[src/macc_pkg.sv]
// Overview of operation
// - operation inferred from operand access order
// - 32/16 divide, quotient, remainder, 36 periods
// - 16/16 divide, quotient, remainder, 24 periods
// - normalize and shift finish within 36
// - divide loads A LSB first, then B
// - divide busy, then quotient, remainder MSB first
// - multiply loads B then A, product read
// - shift loads A, writes setup, reads result
// - normalize loads A, setup zero, reads mantissa
// - never normalize a zero value
// - unrelated accesses between operand accesses tolerated
// - out-of-order access corrupts; busy clear restarts
// - multiply and divide results added to accumulator
// - accumulator via five operand C accesses
package macc_pkg;

   ////////////////////////////////////////////////////////////////////////////
   // special function register addresses
   localparam logic [7:0] ADDR_SHIFT_SETUP = 8'hd1;
   localparam logic [7:0] ADDR_STATUS = 8'hd2;
   localparam logic [7:0] ADDR_OPA = 8'hd3;
   localparam logic [7:0] ADDR_OPB = 8'hd4;
   localparam logic [7:0] ADDR_OPC = 8'hd5;

   // field positions and reset values
   localparam int STATUS_BUSY_BIT = 7;
   localparam int SETUP_LEFT_BIT = 7;
   localparam int SETUP_AMT_W = 5;
   localparam logic [7:0] SETUP_RESET = 8'h00;

   ////////////////////////////////////////////////////////////////////////////
   // execution times in oscillator periods, counts in clk_in cycles
   localparam int CLK_NS = 20;
   localparam int TCLCL_NS = 20;
   localparam int EXEC_DIV32_TCLCL = 36;
   localparam int EXEC_DIV16_TCLCL = 24;
   localparam int EXEC_MUL_TCLCL = 24;
   localparam int EXEC_SHIFT_TCLCL = 36;
   localparam int EXEC_NORM_TCLCL = 36;
   localparam int CYC_DIV32 = EXEC_DIV32_TCLCL * TCLCL_NS / CLK_NS;
   localparam int CYC_DIV16 = EXEC_DIV16_TCLCL * TCLCL_NS / CLK_NS;
   localparam int CYC_MUL = EXEC_MUL_TCLCL * TCLCL_NS / CLK_NS;
   localparam int CYC_SHIFT = EXEC_SHIFT_TCLCL * TCLCL_NS / CLK_NS;
   localparam int CYC_NORM = EXEC_NORM_TCLCL * TCLCL_NS / CLK_NS;
   localparam int CNT_W = 6;

   ////////////////////////////////////////////////////////////////////////////
   // controller apb map
   localparam logic [11:0] APB_CMD_OFS = 12'h000;
   localparam logic [11:0] APB_RESULT_OFS = 12'h004;
   localparam int CMD_ADDR_LSB = 0;
   localparam int CMD_DATA_LSB = 8;
   localparam int CMD_WRITE_BIT = 16;
   localparam int RES_DATA_LSB = 0;
   localparam int RES_PEND_BIT = 8;

   // operations and sequencer states
   typedef enum {OP_NONE, OP_DIV32, OP_DIV16, OP_MUL, OP_SHIFT, OP_NORM} macc_op_t;
   typedef enum {SQ_IDLE, SQ_A_LOAD, SQ_B_DIV, SQ_B_MUL, SQ_A_MUL, SQ_RUN, SQ_FAULT} macc_seq_t;

endpackage

[src/macc_sfr_if.sv]
`timescale 1ns/100ps
// byte-wide special function register access path
interface macc_sfr_if;
   logic [7:0] addr;
   logic wr_stb;
   logic rd_stb;
   logic [7:0] wdata;
   logic [7:0] rdata;

   modport dev (input addr, input wr_stb, input rd_stb, input wdata, output rdata);
   modport host (output addr, output wr_stb, output rd_stb, output wdata, input rdata);
endinterface

[src/macc_device.sv]
// The APB register port was chosen for this implementation.
`timescale 1ns/100ps
module macc_device
#(
   parameter int ACC_W = 40
)
(
   // clock and reset
   input wire logic clk_in,
   input wire logic srst_in,
   // register access from the core
   macc_sfr_if.dev sfr,
   // user side status
   output logic busy_out,
   output logic [ACC_W-1:0] accum_out
);
   import macc_pkg::*;

   // accumulator must hold a full product or quotient
   if (ACC_W < 32 || ACC_W > 64)
   begin : g_bad_width
      $error("macc_device: ACC_W must be 32 to 64");
   end

   ////////////////////////////////////////////////////////////////////////////
   // state
   macc_seq_t state;
   macc_seq_t next_state;
   macc_op_t op;
   macc_op_t next_op;
   logic [2:0] na;
   logic [2:0] next_na;
   logic [1:0] nb;
   logic [1:0] next_nb;
   logic [CNT_W-1:0] cnt;
   logic [CNT_W-1:0] next_cnt;
   logic start;
   logic finish;
   logic [31:0] op_a;
   logic [15:0] op_b;
   logic [31:0] res_a;
   logic [15:0] res_b;
   logic [7:0] shift_setup_reg;
   logic [ACC_W-1:0] acc;
   logic [7:0] rdata_q;

   ////////////////////////////////////////////////////////////////////////////
   // address decode
   wire hit_a = sfr.addr == ADDR_OPA;
   wire hit_b = sfr.addr == ADDR_OPB;
   wire hit_c = sfr.addr == ADDR_OPC;
   wire wr_a = sfr.wr_stb & hit_a;
   wire wr_b = sfr.wr_stb & hit_b;
   wire wr_c = sfr.wr_stb & hit_c;
   wire rd_a = sfr.rd_stb & hit_a;
   wire rd_b = sfr.rd_stb & hit_b;
   wire rd_c = sfr.rd_stb & hit_c;
   wire wr_setup = sfr.wr_stb & (sfr.addr == ADDR_SHIFT_SETUP);
   wire wr_status = sfr.wr_stb & (sfr.addr == ADDR_STATUS);
   // only a written zero in the busy bit restarts the sequencer
   wire clr_busy = wr_status & ~sfr.wdata[STATUS_BUSY_BIT];
   wire any_ab = wr_a | wr_b | rd_a | rd_b;
   wire any_abc = any_ab | wr_c | rd_c;
   wire busy = (state == SQ_RUN) || (state == SQ_FAULT);

   ////////////////////////////////////////////////////////////////////////////
   // arithmetic, evaluated on the latched operands
   function automatic logic [SETUP_AMT_W-1:0] lead_zeros(input logic [31:0] v);
      logic [SETUP_AMT_W-1:0] n;
      logic found;
      n = '0;
      found = 1'b0;
      for (int i = 31; i >= 0; i--)
      begin
         if (!found && v[i])
         begin
            n = SETUP_AMT_W'(31 - i);
            found = 1'b1;
         end
      end
      return n;
   endfunction

   wire [31:0] dividend = (op == OP_DIV32) ? op_a : {16'h0000, op_a[31:16]};
   wire div_zero = op_b == 16'h0000;
   // divide by zero gives all ones and keeps the low 16 bits of the dividend as remainder
   wire [31:0] quot = div_zero ? 32'hffffffff : dividend / {16'h0000, op_b};
   wire [15:0] rem = div_zero ? dividend[15:0] : 16'(dividend % {16'h0000, op_b});
   wire [31:0] prod = op_a[31:16] * op_b;
   wire [SETUP_AMT_W-1:0] amt = shift_setup_reg[SETUP_AMT_W-1:0];
   wire [31:0] shifted = shift_setup_reg[SETUP_LEFT_BIT] ? op_a << amt : op_a >> amt;
   wire [SETUP_AMT_W-1:0] exp_lz = lead_zeros(op_a);
   wire [31:0] mant = op_a << exp_lz;
   // a zero normalize never ends; software must avoid it or clear busy
   wire norm_stuck = (op == OP_NORM) && (op_a == 32'h00000000);
   wire [31:0] add_val = (op == OP_MUL) ? prod : quot;

   // read data selection
   wire [7:0] status_val = {busy, 7'h00};
   wire [7:0] rd_mux = hit_a ? res_a[31:24] :
                       hit_b ? res_b[15:8] :
                       hit_c ? acc[ACC_W-1 -: 8] :
                       (sfr.addr == ADDR_STATUS) ? status_val :
                       (sfr.addr == ADDR_SHIFT_SETUP) ? shift_setup_reg : 8'h00;

   ////////////////////////////////////////////////////////////////////////////
   // access-order sequencer; addresses other than the operands, setup and status never move it
   always_comb
   begin
      next_state = state;
      next_op = op;
      next_na = na;
      next_nb = nb;
      start = 1'b0;
      finish = 1'b0;
      next_cnt = cnt;
      if (clr_busy)
         next_state = SQ_IDLE;
      else
      begin
         unique case (state)
            SQ_IDLE:
            begin
               // result reads and accumulator access are legal here
               if (wr_a)
               begin
                  next_state = SQ_A_LOAD;
                  next_na = 3'd1;
               end
               else if (wr_b)
               begin
                  next_state = SQ_B_MUL;
                  next_nb = 2'd1;
               end
            end
            SQ_A_LOAD:
            begin
               if (wr_a && na < 3'd4)
                  next_na = na + 3'd1;
               else if (wr_b && (na == 3'd2 || na == 3'd4))
                  next_state = SQ_B_DIV;
               else if (wr_setup && na == 3'd4)
               begin
                  start = 1'b1;
                  next_op = (sfr.wdata == 8'h00) ? OP_NORM : OP_SHIFT;
               end
               else if (wr_setup || any_abc)
                  next_state = SQ_FAULT;
            end
            SQ_B_DIV:
            begin
               if (wr_b)
               begin
                  start = 1'b1;
                  next_op = (na == 3'd4) ? OP_DIV32 : OP_DIV16;
               end
               else if (any_abc)
                  next_state = SQ_FAULT;
            end
            SQ_B_MUL:
            begin
               if (wr_b && nb == 2'd1)
                  next_nb = 2'd2;
               else if (wr_a && nb == 2'd2)
                  next_state = SQ_A_MUL;
               else if (any_abc)
                  next_state = SQ_FAULT;
            end
            SQ_A_MUL:
            begin
               if (wr_a)
               begin
                  start = 1'b1;
                  next_op = OP_MUL;
               end
               else if (any_abc)
                  next_state = SQ_FAULT;
            end
            SQ_RUN:
            begin
               if (any_abc)
                  next_state = SQ_FAULT;
               else if (cnt != '0)
                  next_cnt = cnt - 1'b1;
               else if (!norm_stuck)
               begin
                  finish = 1'b1;
                  next_state = SQ_IDLE;
               end
            end
            SQ_FAULT:
               next_state = SQ_FAULT;
         endcase
      end
      if (start)
      begin
         next_state = SQ_RUN;
         unique case (next_op)
            OP_DIV32: next_cnt = CNT_W'(CYC_DIV32 - 1);
            OP_DIV16: next_cnt = CNT_W'(CYC_DIV16 - 1);
            OP_MUL: next_cnt = CNT_W'(CYC_MUL - 1);
            OP_SHIFT: next_cnt = CNT_W'(CYC_SHIFT - 1);
            default: next_cnt = CNT_W'(CYC_NORM - 1);
         endcase
      end
   end

   // sequencer registers; busy_out is taken from next_state, so it follows the state it enters
   always_ff @(posedge clk_in)
   begin
      if (srst_in)
      begin
         state <= SQ_IDLE;
         op <= OP_NONE;
         na <= 3'd0;
         nb <= 2'd0;
         cnt <= '0;
         busy_out <= 1'b0;
      end
      else
      begin
         state <= next_state;
         op <= next_op;
         na <= next_na;
         nb <= next_nb;
         cnt <= next_cnt;
         busy_out <= (next_state == SQ_RUN) || (next_state == SQ_FAULT);
      end
   end

   ////////////////////////////////////////////////////////////////////////////
   // operand capture, lsb first into the top of the shifter
   always_ff @(posedge clk_in)
   begin
      if (srst_in)
      begin
         op_a <= 32'h00000000;
         op_b <= 16'h0000;
      end
      else
      begin
         if (wr_a && !busy)
            op_a <= {sfr.wdata, op_a[31:8]};
         if (wr_b && !busy)
            op_b <= {sfr.wdata, op_b[15:8]};
      end
   end

   // results: read msb first by shifting out the top byte
   always_ff @(posedge clk_in)
   begin
      if (srst_in)
      begin
         res_a <= 32'h00000000;
         res_b <= 16'h0000;
         shift_setup_reg <= SETUP_RESET;
      end
      else if (finish)
      begin
         unique case (op)
            OP_DIV32: res_a <= quot;
            OP_DIV16: res_a <= {quot[15:0], 16'h0000};
            OP_MUL: res_a <= prod;
            OP_SHIFT: res_a <= shifted;
            default: res_a <= mant;
         endcase
         res_b <= rem;
         // exponent lands in the amount field so software can read it
         if (op == OP_NORM)
            shift_setup_reg[SETUP_AMT_W-1:0] <= exp_lz;
      end
      else
      begin
         if (rd_a && state == SQ_IDLE)
            res_a <= {res_a[23:0], 8'h00};
         if (rd_b && state == SQ_IDLE)
            res_b <= {res_b[7:0], 8'h00};
         if (wr_setup && !busy)
            shift_setup_reg <= sfr.wdata;
      end
   end

   ////////////////////////////////////////////////////////////////////////////
   // accumulator: adds multiply and divide results, or five byte accesses when idle
   always_ff @(posedge clk_in)
   begin
      if (srst_in)
         acc <= '0;
      else if (finish && (op == OP_MUL || op == OP_DIV32 || op == OP_DIV16))
         acc <= acc + {{(ACC_W-32){1'b0}}, add_val};
      else if (wr_c && state == SQ_IDLE)
         acc <= {sfr.wdata, acc[ACC_W-1:8]};
      else if (rd_c && state == SQ_IDLE)
         acc <= {acc[ACC_W-9:0], acc[ACC_W-1 -: 8]};
   end

   // read data returns one edge after the strobe
   always_ff @(posedge clk_in)
   begin
      if (srst_in)
         rdata_q <= 8'h00;
      else if (sfr.rd_stb)
         rdata_q <= rd_mux;
   end

   assign sfr.rdata = rdata_q;
   assign accum_out = acc;

endmodule

[src/flat_wrapper.sv]
// flat-port wrapper written by rule: the top's interface ports become plain ports
module macc_device_flat import macc_pkg::*;
#(
   parameter int ACC_W = 40
)
  (clk_in, srst_in, busy_out, accum_out, sfr_addr, sfr_wr_stb, sfr_rd_stb, sfr_wdata, sfr_rdata);
  macc_sfr_if sfr_i ();
  input wire logic clk_in;
  input wire logic srst_in;
  output logic busy_out;
  output logic [ACC_W-1:0] accum_out;
  input wire logic [$bits(sfr_i.addr)-1:0] sfr_addr;
  input wire logic [$bits(sfr_i.wr_stb)-1:0] sfr_wr_stb;
  input wire logic [$bits(sfr_i.rd_stb)-1:0] sfr_rd_stb;
  input wire logic [$bits(sfr_i.wdata)-1:0] sfr_wdata;
  output wire logic [$bits(sfr_i.rdata)-1:0] sfr_rdata;
  assign sfr_i.addr = sfr_addr;
  assign sfr_i.wr_stb = sfr_wr_stb;
  assign sfr_i.rd_stb = sfr_rd_stb;
  assign sfr_i.wdata = sfr_wdata;
  assign sfr_rdata = sfr_i.rdata;
  macc_device #(.ACC_W(ACC_W)) u_core (.clk_in(clk_in), .srst_in(srst_in), .sfr(sfr_i), .busy_out(busy_out), .accum_out(accum_out));
endmodule
[config.mk]
export PLATFORM = sky130hd
export DESIGN_NAME = macc_device_flat
export DESIGN_NICKNAME = d
export VERILOG_FILES = /design/src/macc_pkg.sv /design/src/macc_sfr_if.sv /design/src/macc_device.sv /design/src/flat_wrapper.sv
export SDC_FILE = /design/constraint.sdc
export NUM_CORES = 2
export LEC_CHECK = 0
export BUFFER_PORTS_ARGS = -buffer_cell sky130_fd_sc_hd__buf_4
export CORE_ASPECT_RATIO = 2
export CORE_UTILIZATION = 39
export CTS_BUF_LIST = sky130_fd_sc_hd__clkbuf_4 sky130_fd_sc_hd__clkbuf_8
export CTS_CLUSTER_SIZE = 10
export DETAILED_ROUTE_END_ITERATION = 6
export PLACE_DENSITY_LB_ADDON = 0.15
export SKIP_LAST_GASP = 1
export SLEW_MARGIN = 20
export SYNTH_ARGS = -nofsm -noshare
export SYNTH_HDL_FRONTEND = slang
export SYNTH_SLANG_ARGS = --single-unit
[constraint.sdc]
create_clock -name clk_in -period 102.2 [get_ports clk_in]
set_input_delay 20.44 -clock clk_in [delete_from_list [all_inputs] [get_ports clk_in]]
set_output_delay 20.44 -clock clk_in [all_outputs]
set_load 0.02 [all_outputs]
==> flow_metrics.py <==
metrics = {
    "clocking": {
        "insertion_delay_ns": 0.69,
        "clk_pin_slew_ns": 0.08,
        "hold_buffers": 0,
        "cts_buffers": 38,
        "cts_tree": "built",
        "cts_sinks": 228,
        "root_buffer": "clkbuf_8",
        "cts_max_path_buffers": 3,
        "htree_levels": 2,
    },
    "critical_path": {
        "crit_buf_inv": 27,
        "path_class": "flop to flop",
        "crit_family": "compound AO/OA/AOI/OAI gates",
        "cp.arrival_ns": 96.61,
        "cp_slowest_cell": "or4_1",
        "worst_path_largest_cell_delay_ns": 0.64,
        "worstPathRequired_ns": 102.75,
        "path_max_fanout": 32,
        "cp-start-kind": "flop",
        "crit_path_end_kind": "flop",
        "crit_cells": 471,
        "reg2regPathDepth": 471,
        "critPathMostFrequentCell": "o21a_1",
    },
    "yosys": {
        "yosysWarnings": 0,
        "post_synth.cell_area_avg_um2": 7.309,
        "synthTopCellsByCount": "829 x nand2_1, 569 x nor2_1, 533 x ha_1",
        "synthCells": 6632,
        "synth_edf_count": 0,
        "synth_area_leaders": "ha_1 14%, dfxtp_1 9.4%, fa_1 8.1%",
        "synth_fp_nets": 7381,
        "synth_seq_area_share": 0.09417,
        "synth_cell_types": 135,
        "synth_most_common_cell": "nand2_1",
        "async_flop_share": 0,
        "synthesis.area_um2": 48470,
        "synth_top_area_frac": 0.1376,
        "synth_seq_cells": 228,
        "synth_ff_type": "dfxtp_1",
        "synth_top_area_cell": "ha_1",
    },
    "global_routing": {
        "gr-usage-all-layers": 0.3830,
        "grt_pass1_wl_mm": 352.9,
        "overflow": 0,
        "grt_max_degree": 84,
        "antenna_found_initial": 22,
        "grt_pass1_vias": 53270,
    },
    "drt": {
        "drt_iter0_drc": 3892,
        "dr.pass1.iters": 7,
        "drt-total-wl_mm": 242.4,
        "wire_per_inst_um": 28.92,
        "drc": 3,
        "ant_nets": 0,
        "vias": 53040,
        "drt-vias-per-instance": 6.329,
    },
    "cells_and_area": {
        "layout.nets": 7432,
        "final_util": 0.4359,
        "largest_reg_flops": 40,
        "area_growth_pct": 10.78,
        "num-fill-cells": 12910,
        "drive_above_1_share": 0.1232,
        "register_area_um2": 4572,
        "multi_input_area_um2": 41950,
    },
    "floorplanning": {
        "die_h_um": 500.6,
        "ios": 69,
        "core_um2": 123200,
        "start_util": 0.3934,
        "die_w_um": 251.3,
        "die_area_um2": 125800,
        "std_cell_rows": 182,
    },
    "sta": {
        "fmaxAchievable_mhz": 10.41,
        "tightest_slew_ns": 1.327,
        "min_period_over_period": 0.9399,
        "setup-violations-final": 0,
        "drv_slew": 0,
        "finalClockSkew_ns": 0.03811,
        "hold_viol": 0,
        "finalCriticalPeriod_ns": 96.06,
        "slew_headroom": 0.1089,
    },
    "placement": {
        "dpl.hpwl_mm": 189.0,
        "place.gp.congestion": 1.156,
        "io_buffers": 68,
    },
    "min_path": {
        "hp-class": "flop to flop",
        "holdPathStages": 2,
    },
    "flow_run": {
        "drv_cap": 0,
    },
    "run_status": {
        "violations": "DRC",
        "status": "finished, violations left",
    },
}
placed cells by master (no fill, tap or decap), types with 84 or more instances in the layout:
master	count
nand2_1	819
nor2_1	554
ha_1	530
a21oi_1	499
inv_1	356
buf_4	349
o21ai_0	298
mux2i_1	269
nor3_1	259
dfxtp_1	224
o21a_1	213
fa_1	196
and2_1	173
xnor2_1	148
a21o_1	128
o31ai_1	124
nand3_1	115
mux2_2	84
stage by stage:
| step | hold slack, ns | instances | setup slack, ns | setup TNS, ns | area [um^2] |
|---|---|---|---|---|---|
| global placement | 0.4406 | 8248 | 0.6508 | 0 | 51550 |
| global route | 0.4764 | 8371 | -0.3289 | -1.154 | 53670 |
| detailed placement | 0.4451 | 8248 | -0.8330 | -4.678 | 51550 |
| finish | 0.4571 | 8381 | 6.138 | 0 | 53700 |
| floorplan | 0.4302 | 6632 | 2.325 | 0 | 48470 |
| CTS | 0.4548 | 8323 | 0.006608 | 0 | 52530 |
cells by family (layout without fill, tap and decap cells):
group	after synthesis	count (layout)	share of synthesized area
other	0	12	0
flip-flops	228	228	0.09417
XOR/XNOR	239	239	0.04319
multiplexers	376	376	0.08395
AND/OR/NAND/NOR	2391	2391	0.2334
adder cells (fa/ha/maj)	730	730	0.2187
AO/OA/AOI/OAI	1949	1949	0.2686
buffers and inverters	719	800	0.05795
final timing paths:
| check | startpoint | to | slack, ns |
|---|---|---|---|
| setup / recovery | u_core.op_b[10] | u_core.accum_out[39] | 6.14 |
| hold / removal | u_core.res_a[17] | u_core.res_a[17] | 0.46 |
| setup reg to reg | u_core.op_b[10] | u_core.accum_out[39] | 6.14 |
| hold reg to reg | u_core.res_a[17] | u_core.res_a[17] | 0.46 |
layer usage:
| layer | part of all wire | vias up | GRT usage |
|---|---|---|---|
| met5 | 0.00035 | - | 0.002740 |
| met1 | 0.31 | 25390 | 0.3469 |
| met2 | 0.49 | 2322 | 0.6735 |
| met4 | 0.13 | 14 | 0.4137 |
| li1 | - | 24090 | - |
| met3 | 0.063 | 1227 | 0.08659 |
cell type report:
type | count | share of cell area
Antenna cell | 12 | 0.0005592
Clock buffer | 48 | 0.01195
Clock inverter | 22 | 0.005033
Inverter | 369 | 0.02580
Multi-Input combinational cell | 5685 | 0.7813
Sequential cell | 228 | 0.08515
Tap cell | 1656 | 0.03859
Timing Repair Buffer | 361 | 0.05164
worst register-to-register path: cells and delay by family (launching register included):
kind | cells | cell delay, ns
buffers and inverters | 27 | 4.73
flip-flops | 1 | 0.39
AO/OA/AOI/OAI | 294 | 57.75
AND/OR/NAND/NOR | 108 | 20.32
multiplexers | 10 | 2.86
adder cells (fa/ha/maj) | 32 | 9.92
what timing repair did:
| action | CTS | global route |
|---|---|---|
| resized for setup | 4 | 157 |
| setup endpoints to repair | 12 | 58 |
| buffers inserted | 5 | 42 |
| pin swaps | 2 | 27 |
Power is left out: the tool's default activity adds up to more than one toggle a clock period on the data nets, which glitch-free logic cannot reach.
